### src/verilog/scg_pkg.sv
// Shared constants, encodings and carrier structs for the secure configuration gatekeeper.
// Assumes one configuration clock at 100 MHz and an active-low asynchronous reset.
package scg_pkg;

   // ==========================================================================
   // Widths.
   // ==========================================================================
   localparam int KEY_W  = 256;     // Symmetric decryption key held in fuses.
   localparam int HASH_W = 256;     // Hash of the signing public key.
   localparam int IR_W   = 4;       // Test port instruction register width.

   // ==========================================================================
   // Test port instruction codes (plain defaults, not tied to any real part).
   // ==========================================================================
   localparam logic [IR_W-1:0] IR_IDCODE = 4'h1;
   localparam logic [IR_W-1:0] IR_STATUS = 4'h5;
   localparam logic [IR_W-1:0] IR_SAMPLE = 4'h2;
   localparam logic [IR_W-1:0] IR_BYPASS = 4'hF;

   // ==========================================================================
   // Counts and codes.
   // ==========================================================================
   // Cycles after reset release before the synchronised fuse level is trusted.
   localparam logic [1:0] SETTLE_CYC   = 2'h3;
   localparam logic [2:0] ERR_NONE     = 3'h0;
   localparam logic [2:0] ERR_COMPRESS = 3'h1;
   localparam logic [2:0] ERR_PKEY     = 3'h2;
   localparam logic [2:0] ERR_SIG      = 3'h3;
   localparam logic [2:0] ERR_DECRYPT  = 3'h4;

   // ==========================================================================
   // Types.
   // ==========================================================================
   typedef enum logic [3:0] {
      ST_IDLE = 4'h0,
      ST_HDR  = 4'h1,
      ST_KEY  = 4'h2,
      ST_SIG  = 4'h3,
      ST_DEC  = 4'h4,
      ST_LOAD = 4'h5,
      ST_USER = 4'h6,
      ST_HALT = 4'h7
   } scg_phase_e;

   // Levels arriving on pins from outside the clock domain.
   typedef struct packed {
      logic config_reset_n;
      logic flash_present;
      logic spi_active;
      logic jtag_block_fuse;
      logic fuse_program_supply;
   } scg_pins_s;

   // Security options taken from the bitstream header.
   typedef struct packed {
      logic compressed;
      logic encrypt;
      logic authen;
   } scg_hdr_s;

   typedef struct packed {
      scg_pins_s meta;
      scg_pins_s safe;
   } scg_sync_s;

   typedef struct packed {
      scg_phase_e        phase;
      logic              crst_prev;
      logic              want_dec;
      logic              spi_start;
      logic              dec_start;
      logic              rsa_start;
      logic [KEY_W-1:0]  dec_key;
      logic              auth_fail;
      logic [2:0]        err;
      logic [1:0]        settle;
      logic              fuse_seen;
      logic [IR_W-1:0]   ir_eff;
      logic              ir_reject;
   } scg_state_s;

   localparam scg_state_s STATE_RST = '{phase: ST_IDLE, ir_eff: IR_BYPASS, default: '0};

endpackage

### src/verilog/scg_sync.sv
// Two-stage synchroniser for the pin levels of the gatekeeper.
// Assumes the pins are slow levels; no pulse shorter than two clocks is expected.
`timescale 1ns/1ns
module scg_sync (
   input  wire logic              mclk_in,   // Configuration clock.
   input  wire logic              nrst_in,   // Asynchronous reset, active low.
   input  wire scg_pkg::scg_pins_s pins_in,  // Raw pin levels.
   output      scg_pkg::scg_pins_s pins_out  // Levels safe to use in this domain.
);

   // ==========================================================================
   // State.
   // ==========================================================================
   scg_pkg::scg_sync_s s_q;   // Both stages.
   scg_pkg::scg_sync_s s_d;   // Next value.

   // The first stage feeds only the second stage.
   always_comb begin
      s_d      = s_q;
      s_d.meta = pins_in;
      s_d.safe = s_q.meta;
   end

   // Reset to all low, which reads as configuration reset held.
   always_ff @(posedge mclk_in or negedge nrst_in) begin
      if (!nrst_in) begin
         s_q <= '0;
      end else begin
         s_q <= s_d;
      end
   end

   assign pins_out = s_q.safe;

endmodule

### src/verilog/scg_gatekeeper.sv
// Secure configuration gatekeeper: sequences decryption and authentication of a
// bitstream, gates user mode on the outcome and filters test port instructions.
// Assumes the cipher, signature engine and loader live outside and answer on this clock.
// How it works
// - Decrypt with the 256-bit fuse key.
// - Security with compressed bitstream halts configuration.
// - Decryption and authentication are independently selected.
// - Match key hash, then verify signature.
// - Good signature continues loading into user mode.
// - Bad signature halts, user mode never entered.
// - Blocked port allows only four instructions.
// - Once fuse is blown, blocking lifts only for one cycle as settle reaches SETTLE_CYC after nrst_in.
// - Reset rising edge starts active flash load unless the fuse supply is up.
`timescale 1ns/1ns
module scg_gatekeeper (
   input  wire logic                         mclk_in,               // 100 MHz clock.
   input  wire logic                         nrst_in,               // Async reset, low.
   input  wire logic                         config_reset_n_in,     // Pin, low holds reset.
   input  wire logic                         flash_present_in,      // Pin, flash has image.
   input  wire logic                         spi_active_in,         // Pin, active mode wired.
   input  wire logic                         jtag_block_fuse_in,    // Fuse level.
   input  wire logic                         fuse_program_supply_in,// Pin, supply up.
   input  wire logic [scg_pkg::KEY_W-1:0]    fuse_key_in,           // Fuse key array.
   input  wire logic [scg_pkg::HASH_W-1:0]   fuse_pkey_hash_in,     // Fused key hash.
   input  wire logic                         hdr_valid_in,          // Header strobe.
   input  wire scg_pkg::scg_hdr_s             hdr_in,                // Header options.
   input  wire logic                         pkey_valid_in,         // Key hash strobe.
   input  wire logic [scg_pkg::HASH_W-1:0]   pkey_hash_in,          // Hash of carried key.
   input  wire logic                         rsa_done_in,           // Signature check done.
   input  wire logic                         rsa_ok_in,             // Signature valid.
   input  wire logic                         dec_done_in,           // Decryption done.
   input  wire logic                         dec_ok_in,             // Tag matched.
   input  wire logic                         load_done_in,          // Loader finished.
   input  wire logic                         ir_update_in,          // New instruction strobe.
   input  wire logic [scg_pkg::IR_W-1:0]     ir_in,                 // Requested instruction.
   output      logic                         spi_start_out,         // Pulse, start flash read.
   output      logic                         rsa_start_out,         // Pulse, start signature.
   output      logic                         dec_start_out,         // Pulse, start decrypt.
   output      logic [scg_pkg::KEY_W-1:0]    dec_key_out,           // Key to the cipher.
   output      logic                         user_mode_out,         // Device in user mode.
   output      logic                         cfg_halt_out,          // Configuration stopped.
   output      logic                         auth_fail_out,         // Sticky failure flag.
   output      logic [2:0]                   err_out,               // Cause of halt.
   output      logic                         jtag_blocked_out,      // Test port restricted.
   output      logic [scg_pkg::IR_W-1:0]     ir_eff_out,            // Instruction in force.
   output      logic                         ir_reject_out          // Pulse, instr refused.
);

   // ==========================================================================
   // Pin synchronisation.
   // ==========================================================================
   scg_pkg::scg_pins_s pins_raw;   // Raw pins gathered.
   scg_pkg::scg_pins_s pins;       // Synchronised pins.

   assign pins_raw = '{config_reset_n:      config_reset_n_in,
                       flash_present:       flash_present_in,
                       spi_active:          spi_active_in,
                       jtag_block_fuse:     jtag_block_fuse_in,
                       fuse_program_supply: fuse_program_supply_in};

   scg_sync u_sync (
      .mclk_in  (mclk_in),
      .nrst_in  (nrst_in),
      .pins_in  (pins_raw),
      .pins_out (pins)
   );

   // ==========================================================================
   // State and derived terms.
   // ==========================================================================
   scg_pkg::scg_state_s st_q;      // All state of the block.
   scg_pkg::scg_state_s st_d;      // Next state.
   logic                crst_rise; // Configuration reset released this cycle.
   logic                blocked;   // Test port restriction in force.
   logic                allowed;   // Instruction survives restriction.

   assign crst_rise = pins.config_reset_n && !st_q.crst_prev;
   // Until the fuse level has settled the port is treated as blocked; once the
   // fuse has been seen blown nothing but nrst_in clears fuse_seen.
   assign blocked = st_q.fuse_seen || (st_q.settle != scg_pkg::SETTLE_CYC);
   assign allowed = (ir_in == scg_pkg::IR_IDCODE) || (ir_in == scg_pkg::IR_STATUS) ||
                    (ir_in == scg_pkg::IR_SAMPLE) || (ir_in == scg_pkg::IR_BYPASS);

   // ==========================================================================
   // Next-state logic.
   // ==========================================================================
   always_comb begin
      st_d           = st_q;
      st_d.crst_prev = pins.config_reset_n;
      st_d.spi_start = 1'b0;
      st_d.rsa_start = 1'b0;
      st_d.dec_start = 1'b0;
      st_d.ir_reject = 1'b0;

      // Fuse settle and sticky blocking.
      if (st_q.settle != scg_pkg::SETTLE_CYC) begin
         st_d.settle = st_q.settle + 2'h1;
      end
      if (pins.jtag_block_fuse && st_q.settle == scg_pkg::SETTLE_CYC) begin
         st_d.fuse_seen = 1'b1;
      end

      // Instruction filter: a refused instruction is replaced by bypass.
      if (ir_update_in) begin
         if (blocked && !allowed) begin
            st_d.ir_eff    = scg_pkg::IR_BYPASS;
            st_d.ir_reject = 1'b1;
         end else begin
            st_d.ir_eff = ir_in;
         end
      end

      // Configuration sequence.
      if (!pins.config_reset_n) begin
         // Holding reset ends any flow and clears the failure record.
         st_d.phase     = scg_pkg::ST_IDLE;
         st_d.auth_fail = 1'b0;
         st_d.err       = scg_pkg::ERR_NONE;
      end else begin
         unique case (st_q.phase)
            scg_pkg::ST_IDLE: begin
               // A release while the fuse supply is up is ignored, since the
               // programmer is then blowing fuses, not configuring.
               if (crst_rise && !pins.fuse_program_supply) begin
                  st_d.phase     = scg_pkg::ST_HDR;
                  st_d.spi_start = pins.flash_present && pins.spi_active;
               end
            end
            scg_pkg::ST_HDR: begin
               if (hdr_valid_in) begin
                  st_d.want_dec = hdr_in.encrypt;
                  if (hdr_in.compressed && (hdr_in.encrypt || hdr_in.authen)) begin
                     st_d.phase = scg_pkg::ST_HALT;
                     st_d.err   = scg_pkg::ERR_COMPRESS;
                  end else if (hdr_in.authen) begin
                     st_d.phase = scg_pkg::ST_KEY;
                  end else if (hdr_in.encrypt) begin
                     st_d.phase     = scg_pkg::ST_DEC;
                     st_d.dec_start = 1'b1;
                     st_d.dec_key   = fuse_key_in;
                  end else begin
                     st_d.phase = scg_pkg::ST_LOAD;
                  end
               end
            end
            scg_pkg::ST_KEY: begin
               if (pkey_valid_in) begin
                  if (pkey_hash_in == fuse_pkey_hash_in) begin
                     st_d.phase     = scg_pkg::ST_SIG;
                     st_d.rsa_start = 1'b1;
                  end else begin
                     st_d.phase     = scg_pkg::ST_HALT;
                     st_d.auth_fail = 1'b1;
                     st_d.err       = scg_pkg::ERR_PKEY;
                  end
               end
            end
            scg_pkg::ST_SIG: begin
               if (rsa_done_in) begin
                  if (!rsa_ok_in) begin
                     st_d.phase     = scg_pkg::ST_HALT;
                     st_d.auth_fail = 1'b1;
                     st_d.err       = scg_pkg::ERR_SIG;
                  end else if (st_q.want_dec) begin
                     st_d.phase     = scg_pkg::ST_DEC;
                     st_d.dec_start = 1'b1;
                     st_d.dec_key   = fuse_key_in;
                  end else begin
                     st_d.phase = scg_pkg::ST_LOAD;
                  end
               end
            end
            scg_pkg::ST_DEC: begin
               // A wrong key fails the tag and must never reach user mode.
               if (dec_done_in) begin
                  if (dec_ok_in) begin
                     st_d.phase = scg_pkg::ST_LOAD;
                  end else begin
                     st_d.phase = scg_pkg::ST_HALT;
                     st_d.err   = scg_pkg::ERR_DECRYPT;
                  end
               end
            end
            scg_pkg::ST_LOAD: begin
               if (load_done_in) begin
                  st_d.phase = scg_pkg::ST_USER;
               end
            end
            scg_pkg::ST_USER: begin
               st_d.phase = scg_pkg::ST_USER;
            end
            scg_pkg::ST_HALT: begin
               st_d.phase = scg_pkg::ST_HALT;
            end
            default: begin
               st_d.phase = scg_pkg::ST_HALT;
            end
         endcase
      end
   end

   // ==========================================================================
   // State register.
   // ==========================================================================
   always_ff @(posedge mclk_in or negedge nrst_in) begin
      if (!nrst_in) begin
         st_q <= scg_pkg::STATE_RST;
      end else begin
         st_q <= st_d;
      end
   end

   // ==========================================================================
   // Outputs.
   // ==========================================================================
   assign spi_start_out    = st_q.spi_start;
   assign rsa_start_out    = st_q.rsa_start;
   assign dec_start_out    = st_q.dec_start;
   assign dec_key_out      = st_q.dec_key;
   assign user_mode_out    = (st_q.phase == scg_pkg::ST_USER);
   assign cfg_halt_out     = (st_q.phase == scg_pkg::ST_HALT);
   assign auth_fail_out    = st_q.auth_fail;
   assign err_out          = st_q.err;
   assign jtag_blocked_out = blocked;
   assign ir_eff_out       = st_q.ir_eff;
   assign ir_reject_out    = st_q.ir_reject;
endmodule

### config.mk
export PLATFORM = sky130hd
export DESIGN_NAME = scg_gatekeeper
export DESIGN_NICKNAME = d
export VERILOG_FILES = /design/src/verilog/scg_pkg.sv /design/src/verilog/scg_sync.sv /design/src/verilog/scg_gatekeeper.sv
export SDC_FILE = /design/constraint.sdc
export NUM_CORES = 1
export LEC_CHECK = 0
export BUFFER_PORTS_ARGS = -buffer_cell sky130_fd_sc_hd__clkbuf_2
export CELL_PAD_IN_SITES_DETAIL_PLACEMENT = 1
export CELL_PAD_IN_SITES_GLOBAL_PLACEMENT = 1
export CORE_AREA = 3 3 417 419
export DETAILED_ROUTE_END_ITERATION = 12
export DIE_AREA = 0 0 420 422
export PLACE_DENSITY_LB_ADDON = 0.1
export SLEW_MARGIN = 0
export SYNTH_ARGS = -nofsm -noshare
export SYNTH_HDL_FRONTEND = slang
export SYNTH_SLANG_ARGS = --single-unit
### constraint.sdc
create_clock -name mclk_in -period 2.6 [get_ports mclk_in]
set_input_delay 0.52 -clock mclk_in [delete_from_list [all_inputs] [get_ports mclk_in]]
set_output_delay 0.52 -clock mclk_in [all_outputs]
set_load 0.01 [all_outputs]
After elaboration in Yosys (flattened, before gate mapping). Index checks and enable logic that the tools add are counted.

Flip-flop bits (word level): 287. Output and inout bits: 271.

Reductions and logical operators: 21. Eq/ne operators: 33. Add/subtract/negate cells: 1. Mux-type cells: 50.

Operators by type and width (number): $mux 256 (6); $pmux 256 s2 (1); $mux 260 (1); $mux 259 (1); $eq 256x256->1 (1); $mux 4 (15); $ne 3x3->1 const B (11); $pmux 4 s7 (1); $eq 4x3->1 const B (5); $reduce_and 9->1 (2); $mux 1 (16); $ne 2x2->1 const B (8); $mux 3 (5); $eq 4x2->1 const B (3); $pmux 3 s4 (1); $eq 4x1->1 const B (2); $logic_and 1x1->1 (6); $reduce_and 6->1 (1); $logic_or 1x1->1 (5); $ne 5x5->1 const B (1); $reduce_and 5->1 (1); $eq 4x4->1 const B (1); $logic_not 4->1 (1); $pmux 1 s2 (2); other kinds (6) (8).

Longest topological paths before layout. Gate-level depths: netlist of run 1.

Depth after elaboration: 8. Mapped depth: 7.

By module. From an unflattened synthesis of run 1, not the netlist that was laid out.

Cell total of the unflattened synthesis: 1813. Area total of the unflattened synthesis: 15637.5 um2.

Modules (own cells, without submodules): scg_gatekeeper (times used 1, area an instance 15387.3 um2, cells an instance 1803); scg_sync (times used 1, area an instance 250.2 um2, cells an instance 10).

Worst setup path after synthesis of run 1. OpenSTA, ideal clock, no wires.

Kind: input port to flip-flop. From: input port fuse_pkey_hash_in[109] in the netlist's numbering. To: register st_q (netlist bit auth_fail_out). Data required time: 2.472 ns. Path slack: 0.676 ns. Buffers on the path: 0. Data arrival time: 1.796 ns. Library setup time: 0.128 ns. Stages: 7. Cell sequence: xor2_1 -> nor4_1 -> nand4_1 -> nor4_1 -> nand4_1 -> a21boi_0 -> o31ai_1.

Cells in the longest elaborated chain, start to end: 3.

RTL lines: start, declared (RTL line scg_gatekeeper.sv:24) `input wire logic [scg_pkg::HASH_W-1:0] fuse_pkey_hash_in,`; $eq 256x256->1 (RTL line scg_gatekeeper.sv:148) `if (pkey_hash_in == fuse_pkey_hash_in) begin`; $ne 3x3->1 (no source line); $reduce_and 5->1 (no source line); end signal, assigned (RTL line scg_gatekeeper.sv:207) `st_q <= scg_pkg::STATE_RST;`; end signal, assigned (RTL line scg_gatekeeper.sv:209) `st_q <= st_d;`; end, declared (RTL line scg_gatekeeper.sv:71) `scg_pkg::scg_state_s st_q;`.

No other way between the ends. A chain may end at the register's enable or synchronous reset.

Worst setup path after layout of run 1.
From: register st_q[275] in the netlist's numbering. To: output port cfg_halt_out.

Cells in the longest elaborated chain, start to end: 1.

RTL lines: $eq 4x3->1 (RTL line scg_gatekeeper.sv:221) `assign cfg_halt_out = (st_q.phase == scg_pkg::ST_HALT);`; end, declared (RTL line scg_gatekeeper.sv:41) `output logic cfg_halt_out,`.

No other way between the ends.

==> impl_metrics.py, run 1 <==
metrics = {
    "routing": {
        "via_per_inst": 2.976,
        "initialDrtViolationCount": 509,
        "post_drt_wl_per_cell_microns": 25.28,
        "via_count": 13190,
        "totalWireLength_microns": 112000,
        "ant_nets": 0,
        "detail_route.first_pass.iterations": 4,
        "drcViolationCount": 0,
    },
    "setup_path": {
        "worstPathRequired_ns": 2.08,
        "r2r_start": "st_q[274]",
        "rr_endpoint": "dec_key_out[123]",
        "worstPathArrival_ns": 1.84,
        "critPathLaunchType": "flip-flop",
        "path_max_fanout": 12,
        "cp_slowest_stage_delay_ns": 0.60,
        "cp-end-kind": "primary output",
        "crit_slowest_cell": "dfrtp_1",
        "r2r_setup_slack_ns": 0.34,
        "worstSetupPathType": "reg2out",
        "cp_cell_sequence": "nand2_1 > nor2_1 > clkbuf_2",
        "r2r_cells": 6,
    },
    "die": {
        "core_area_sq_um": 171000,
        "io_pins": 1061,
        "die_h_microns": 422,
        "die_w_microns": 420,
        "start_util_pct": 9.144,
        "num_rows": 152,
        "die_area_sq_um": 177200,
    },
    "cts": {
        "clock_sinks": 286,
        "insertion_delay_ns": 0.63,
        "clk_transition_reported_paths_ns": 0.06,
        "cts_root_buffer": "clkbuf_16",
        "cts_tree": "built",
        "h-tree-depth": 2,
        "cts_buffer_depth": 3,
        "numCtsBuffers": 47,
    },
    "global_routing": {
        "grt_pass1_wl_microns": 145000,
        "overflow": 0,
        "use_met1_pct": 14.04,
        "grt_max_degree": 66,
        "antenna_found_initial": 73,
        "grt.busiest_layer": "met2",
        "met2_usage_pct": 21.58,
        "grt_pass1_vias": 14980,
        "grt_usage_pct": 12.22,
        "use_met3_pct": 4.633,
    },
    "worst_hold_path": {
        "hold_path_class": "in2reg",
        "hold_depth": 2,
        "min_from": "fuse_key_in[224]",
        "worst_hold_path.endpoint": "dec_key_out[224]",
    },
    "timing": {
        "worst_slack_ns": 0.2390,
        "tns_ns": 0,
        "setup_violations": 0,
        "final-hold-violation-count": 0,
        "finalCriticalPeriod_ns": 2.361,
        "drv_slew": 0,
        "slew_headroom_pct": 59.55,
        "finClkSkew_ns": 0.03073,
        "grt_setup_unrepaired": "no",
        "period_share_pct": 90.81,
        "tightest_slew_ns": 0.6012,
        "fmax_ghz": 0.4236,
    },
    "power": {
        "ir_worst_vdd_uv": 421.6,
        "p_leak_nw": 12.48,
        "power_density_nw_per_um2": 726.0,
    },
    "synthesis": {
        "netlist_instances": 1270,
        "synth_cell_types": 41,
        "synth-warning-count": 0,
        "netlist_area_sq_um": 15630,
        "synth_edf_count": 0,
        "async_reset_ff_share_pct": 100.0,
        "yosys_most_used_dff": "dfrtp_1",
        "ys_seq_area_share_pct": 45.81,
        "ys_seq_elements": 286,
        "postSynthAreaPerCell_sq_um": 12.31,
        "synth_nets": 2061,
    },
    "final_layout": {
        "drive_above_1_share_pct": 56.30,
        "fin_cells": 4431,
        "layout_common_cells": "1,059 x clkbuf_2, 282 x dfrtp_1, 256 x xor2_1",
        "final_common_cell": "clkbuf_2",
        "final_nets": 2933,
        "area_delta_synth_final_pct": 52.14,
        "fillers": 19960,
    },
    "place": {
        "gp_congestion": 0.9087,
        "dp.final_hpwl_microns": 100300,
        "numPlacedInstances": 4320,
        "dp_slack_ns": -0.5464,
        "port_buffers": 1060,
    },
    "run": {
        "drv_cap": 0,
    },
    "outcome": {
        "status": "complete, no violations",
    },
}
timing repair:
| action | in CTS | in global routing |
|---|---|---|
| buffers inserted | 0 | 0 |
| pin swaps | 0 | 0 |
| hold buffers | 6 | 0 |
| setup endpoints to repair | 1 | 4 |
| endpoints found under the hold margin | 36 | 0 |
| gates resized for setup | 1 | 1 |
final cells by class:
class	count	area, sq um	share of cell area [%]
multi-input combinational	681	6202	26.08
timing repair buffer	1118	5953	25.03
tap	2233	2794	11.75
sequential	286	7162	30.11
clock inverter	18	247.7	1.042
clock buffer	70	1354	5.692
inverter	8	30.03	0.1262
antenna	17	42.54	0.1789
sequential cells by signal, summed over array words and instances, names as in the netlist:
register and count:
u_sync.s_d 5, rsa_start_out 1, spi_start_out 1, dec_key_out 256, auth_fail_out 1, err_out 3
ir_reject_out 1, dec_start_out 1, ir_eff_out 4, u_sync.pins_out 5, st_q 8
power by group:
group / total (mW) / switching [mW] / internal, mW
logic: 4.52 / 2.53 / 1.99
registers: 6.11 / 0.593 / 5.51
clock network: 6.64 / 2.62 / 4.02
synthesized netlist by cell type, drive strengths merged (2+ instances only):
master	instances	share of area, %
o21a	2	0.096
xor2	256	14
nand2b	4	0.16
mux2	258	19
dfrtp	282	45
and2	2	0.080
o31ai	4	0.19
nand2	12	0.29
a211o	2	0.11
dfstp	4	0.67
or2	3	0.12
nor4	69	2.8
inv	8	0.19
buf	292	14
nand4	21	0.84
nor3	5	0.19
o22ai	2	0.080
a21oi	7	0.30
nor2	10	0.24
nand3	2	0.064
o21ai	5	0.16
clkbuf	3	0.072
mux2i	5	0.32
how the worst max path moves through the flow:
stage	startpoint	endpoint	slack, ns	cells after the start
floorplan	fuse_pkey_hash_in[109]	auth_fail_out	0.68	7
global placement	pkey_hash_in[171]	err_out[1]	-0.62	10
detailed placement	pkey_hash_in[171]	auth_fail_out	-0.55	10
CTS	st_q[275]	user_mode_out	0.06	3
global route	st_q[275]	user_mode_out	0.01	3
finish	st_q[275]	cfg_halt_out	0.24	3
through the flow:
| stage | hold slack (ns) | util [%] | total power, mW | area [sq um] |
|---|---|---|---|---|
| floorplan | 0.2244 | - | 9.209 | 15630 |
| global placement | 0.3372 | 12.91 | 10.85 | 22070 |
| detailed placement | 0.3511 | 12.91 | 10.87 | 22070 |
| CTS | 0.01763 | 13.88 | 17.91 | 23740 |
| global route | 0.04689 | 13.89 | 18.40 | 23750 |
| finish | 0.1108 | 13.91 | 17.27 | 23790 |
cells by family after synthesis:
group	count (synthesis)	synth area share, %
XOR/XNOR	257	14.40
multiplexers	263	18.90
AND/OR/NAND/NOR	129	4.810
AO/OA/AOI/OAI	31	1.425
flip-flops	286	45.81
buffers and inverters	303	14.57
adder cells (fa/ha/maj)	1	0.08002
layer usage:
metal	share of wire, %	vias to the layer above
met5	0.29	-
met4	1.7	50
met3	9.8	153
met2	50	518
met1	38	6617
li1	-	5847
critical path: cells and delay by family (launching register included):
family / cells / cell delay, ns
buf+inv: 1 / 0.29
simple gates: 2 / 0.32
flops: 1 / 0.60
(Power assumes the default switching activity.)
==> run 2, diff against run 1 <==
==> constraint.sdc (replaced) <==
create_clock -name mclk_in -period 2.9 [get_ports mclk_in]
set_input_delay 0.58 -clock mclk_in [delete_from_list [all_inputs] [get_ports mclk_in]]
set_output_delay 0.58 -clock mclk_in [all_outputs]
set_load 0.01 [all_outputs]
==> run 2 against run 1 <==
  * Flip-flop and latch count stayed put
  * Cell count is 0.61% lower
  * Critical endpoint is now user_mode_out
  * Global-route usage hardly changed
  * Critical path type unchanged
  * Non-clock buffer count is 18 lower
==> impl_metrics.py, run 2 (same netlist as run 1, synthesis figures left out) <==
metrics = {
    "global_routing": {
        "grt_pass1_vias": 14900,
        "grt_usage_pct": 12.24,
        "overflow": 0,
        "grt_max_degree": 74,
        "antenna_found_initial": 66,
        "grt_pass1_wl_microns": 144700,
    },
    "setup_path": {
        "critPathLaunchType": "flip-flop",
        "cp_top_family": "flip-flops",
        "worstPathRequired_ns": 2.32,
        "crit_buf_inv": 1,
        "cp_cell_sequence": "nand2_1 > nor2_1 > clkbuf_2",
        "cp-end-kind": "primary output",
        "cp_slowest_stage_delay_ns": 0.65,
        "crit_slowest_cell": "dfrtp_1",
        "worstSetupPathType": "reg2out",
        "r2r_setup_slack_ns": 0.40,
        "worstPathArrival_ns": 1.98,
        "path_max_fanout": 16,
    },
    "routing": {
        "drcViolationCount": 0,
        "via_per_inst": 2.951,
        "ant_nets": 0,
        "initialDrtViolationCount": 428,
        "post_drt_wl_per_cell_microns": 25.41,
        "via_count": 13000,
        "detail_route.first_pass.iterations": 4,
        "totalWireLength_microns": 111900,
    },
    "place": {
        "numPlacedInstances": 4302,
        "dp_slack_ns": -0.2938,
        "gp_congestion": 0.9239,
        "dp.final_hpwl_microns": 99390,
        "port_buffers": 1060,
        "dpl_cell_area_sq_um": 21900,
    },
    "cts": {
        "clock_sinks": 286,
        "h-tree-depth": 2,
        "cts_resized": 0,
        "insertion_delay_ns": 0.62,
        "clk_transition_reported_paths_ns": 0.06,
        "numCtsBuffers": 45,
        "cts_root_buffer": "clkbuf_16",
        "cts_tree": "built",
        "cts_buffer_depth": 3,
        "cts_setup_buffers": 0,
    },
    "timing": {
        "setup_violations": 0,
        "tightest_slew_ns": 0.7757,
        "fmax_ghz": 0.3901,
        "finClkSkew_ns": 0.03431,
        "slew_headroom_pct": 48.11,
        "final-hold-violation-count": 0,
        "worst_slack_ns": 0.3363,
        "drv_slew": 0,
        "finalCriticalPeriod_ns": 2.564,
        "period_share_pct": 88.40,
        "grt_setup_unrepaired": "no",
    },
    "final_layout": {
        "final_nets": 2913,
        "fin_cells": 4404,
        "largest_register_ffs": 256,
        "layout_common_cells": "1,059 x clkbuf_2, 282 x dfrtp_1, 256 x xor2_1",
        "finish.utilization_pct": 13.76,
        "area_delta_synth_final_pct": 50.49,
        "final_common_cell": "clkbuf_2",
        "drive_above_1_share_pct": 56.01,
        "stdcell_area_sq_um": 23530,
    },
    "die": {
        "die_area_sq_um": 177200,
        "die_h_microns": 422,
        "core_area_sq_um": 171000,
        "io_pins": 1061,
        "num_rows": 152,
        "die_w_microns": 420,
        "start_util_pct": 9.144,
    },
    "run": {
        "drv_cap": 0,
    },
    "power": {
        "ir_worst_vdd_uv": 446.2,
        "p_leak_nw": 12.36,
        "power_density_nw_per_um2": 648.0,
    },
    "outcome": {
        "status": "complete, no violations",
    },
    "worst_hold_path": {
        "hold_path_class": "in2reg",
    },
}
==> run 2: cell types whose count changed in the layout (fill, tap and decap cells not counted), moves of 2 or more <==
| cell | change |
|---|---|
| buf_4 | -15 |
| clkbuf_1 | -7 |
| buf_12 | -3 |
| clkbuf_16 | -2 |
| clkbuf_8 | +2 |
==> run 2: final timing paths <==
check,startpoint,endpoint,depth (start not counted)
worst min register to register,u_sync.s_d[3],u_sync.pins_out[3],0
min in group asynchronous,nrst_in,dec_key_out[122],2
worst min-delay path,fuse_key_in[228],dec_key_out[228],2
worst max register to register,st_q[274],dec_key_out[136],6
worst max-delay path,st_q[274],user_mode_out,3
max in group asynchronous,nrst_in,dec_key_out[229],3
==> run 2: layout make-up <==
cell class / count / area (sq um)
Sequential cell: 286 / 7162
Fill cell: 19930 / 147400
Clock buffer: 63 / 1305
Antenna cell: 16 / 40.04
Clock inverter: 17 / 222.7
Timing Repair Buffer: 1100 / 5781
Tap cell: 2233 / 2794
Multi-Input combinational cell: 681 / 6193
Inverter: 8 / 30.03
==> run 2: power breakdown <==
group / switching [mW] / internal [mW]
Combinational: 2.24 / 1.76
Clock: 2.28 / 3.49
Sequential: 0.528 / 4.94
==> run 2: repair_timing <==
action                                  4_1_cts  5_1_grt
hold endpoints to repair                     38        0
hold buffers                                  6        0
endpoints found under the setup margin        0        0
==> run 2: per-stage QoR <==
stage	setup TNS, ns	power, mW	hold WS, ns
after floorplan	0	8.256	0.2844
final	0	15.25	0.1773
after detailed placement	-1.494	9.700	0.3458
after global routing	0	16.25	0.1157
after CTS	0	15.83	0.08419
after global placement	-2.320	9.679	0.3412
==> run 2: metal layers <==
| layer | GRT usage (%) | wire length (microns) | share of wire [%] |
|---|---|---|---|
| met1 | 13.96 | 43100 | 39 |
| met2 | 21.63 | 56450 | 50 |
| met3 | 4.772 | 10250 | 9.2 |
| met4 | 2.183 | 1761 | 1.6 |
| met5 | 0 | 358 | 0.32 |
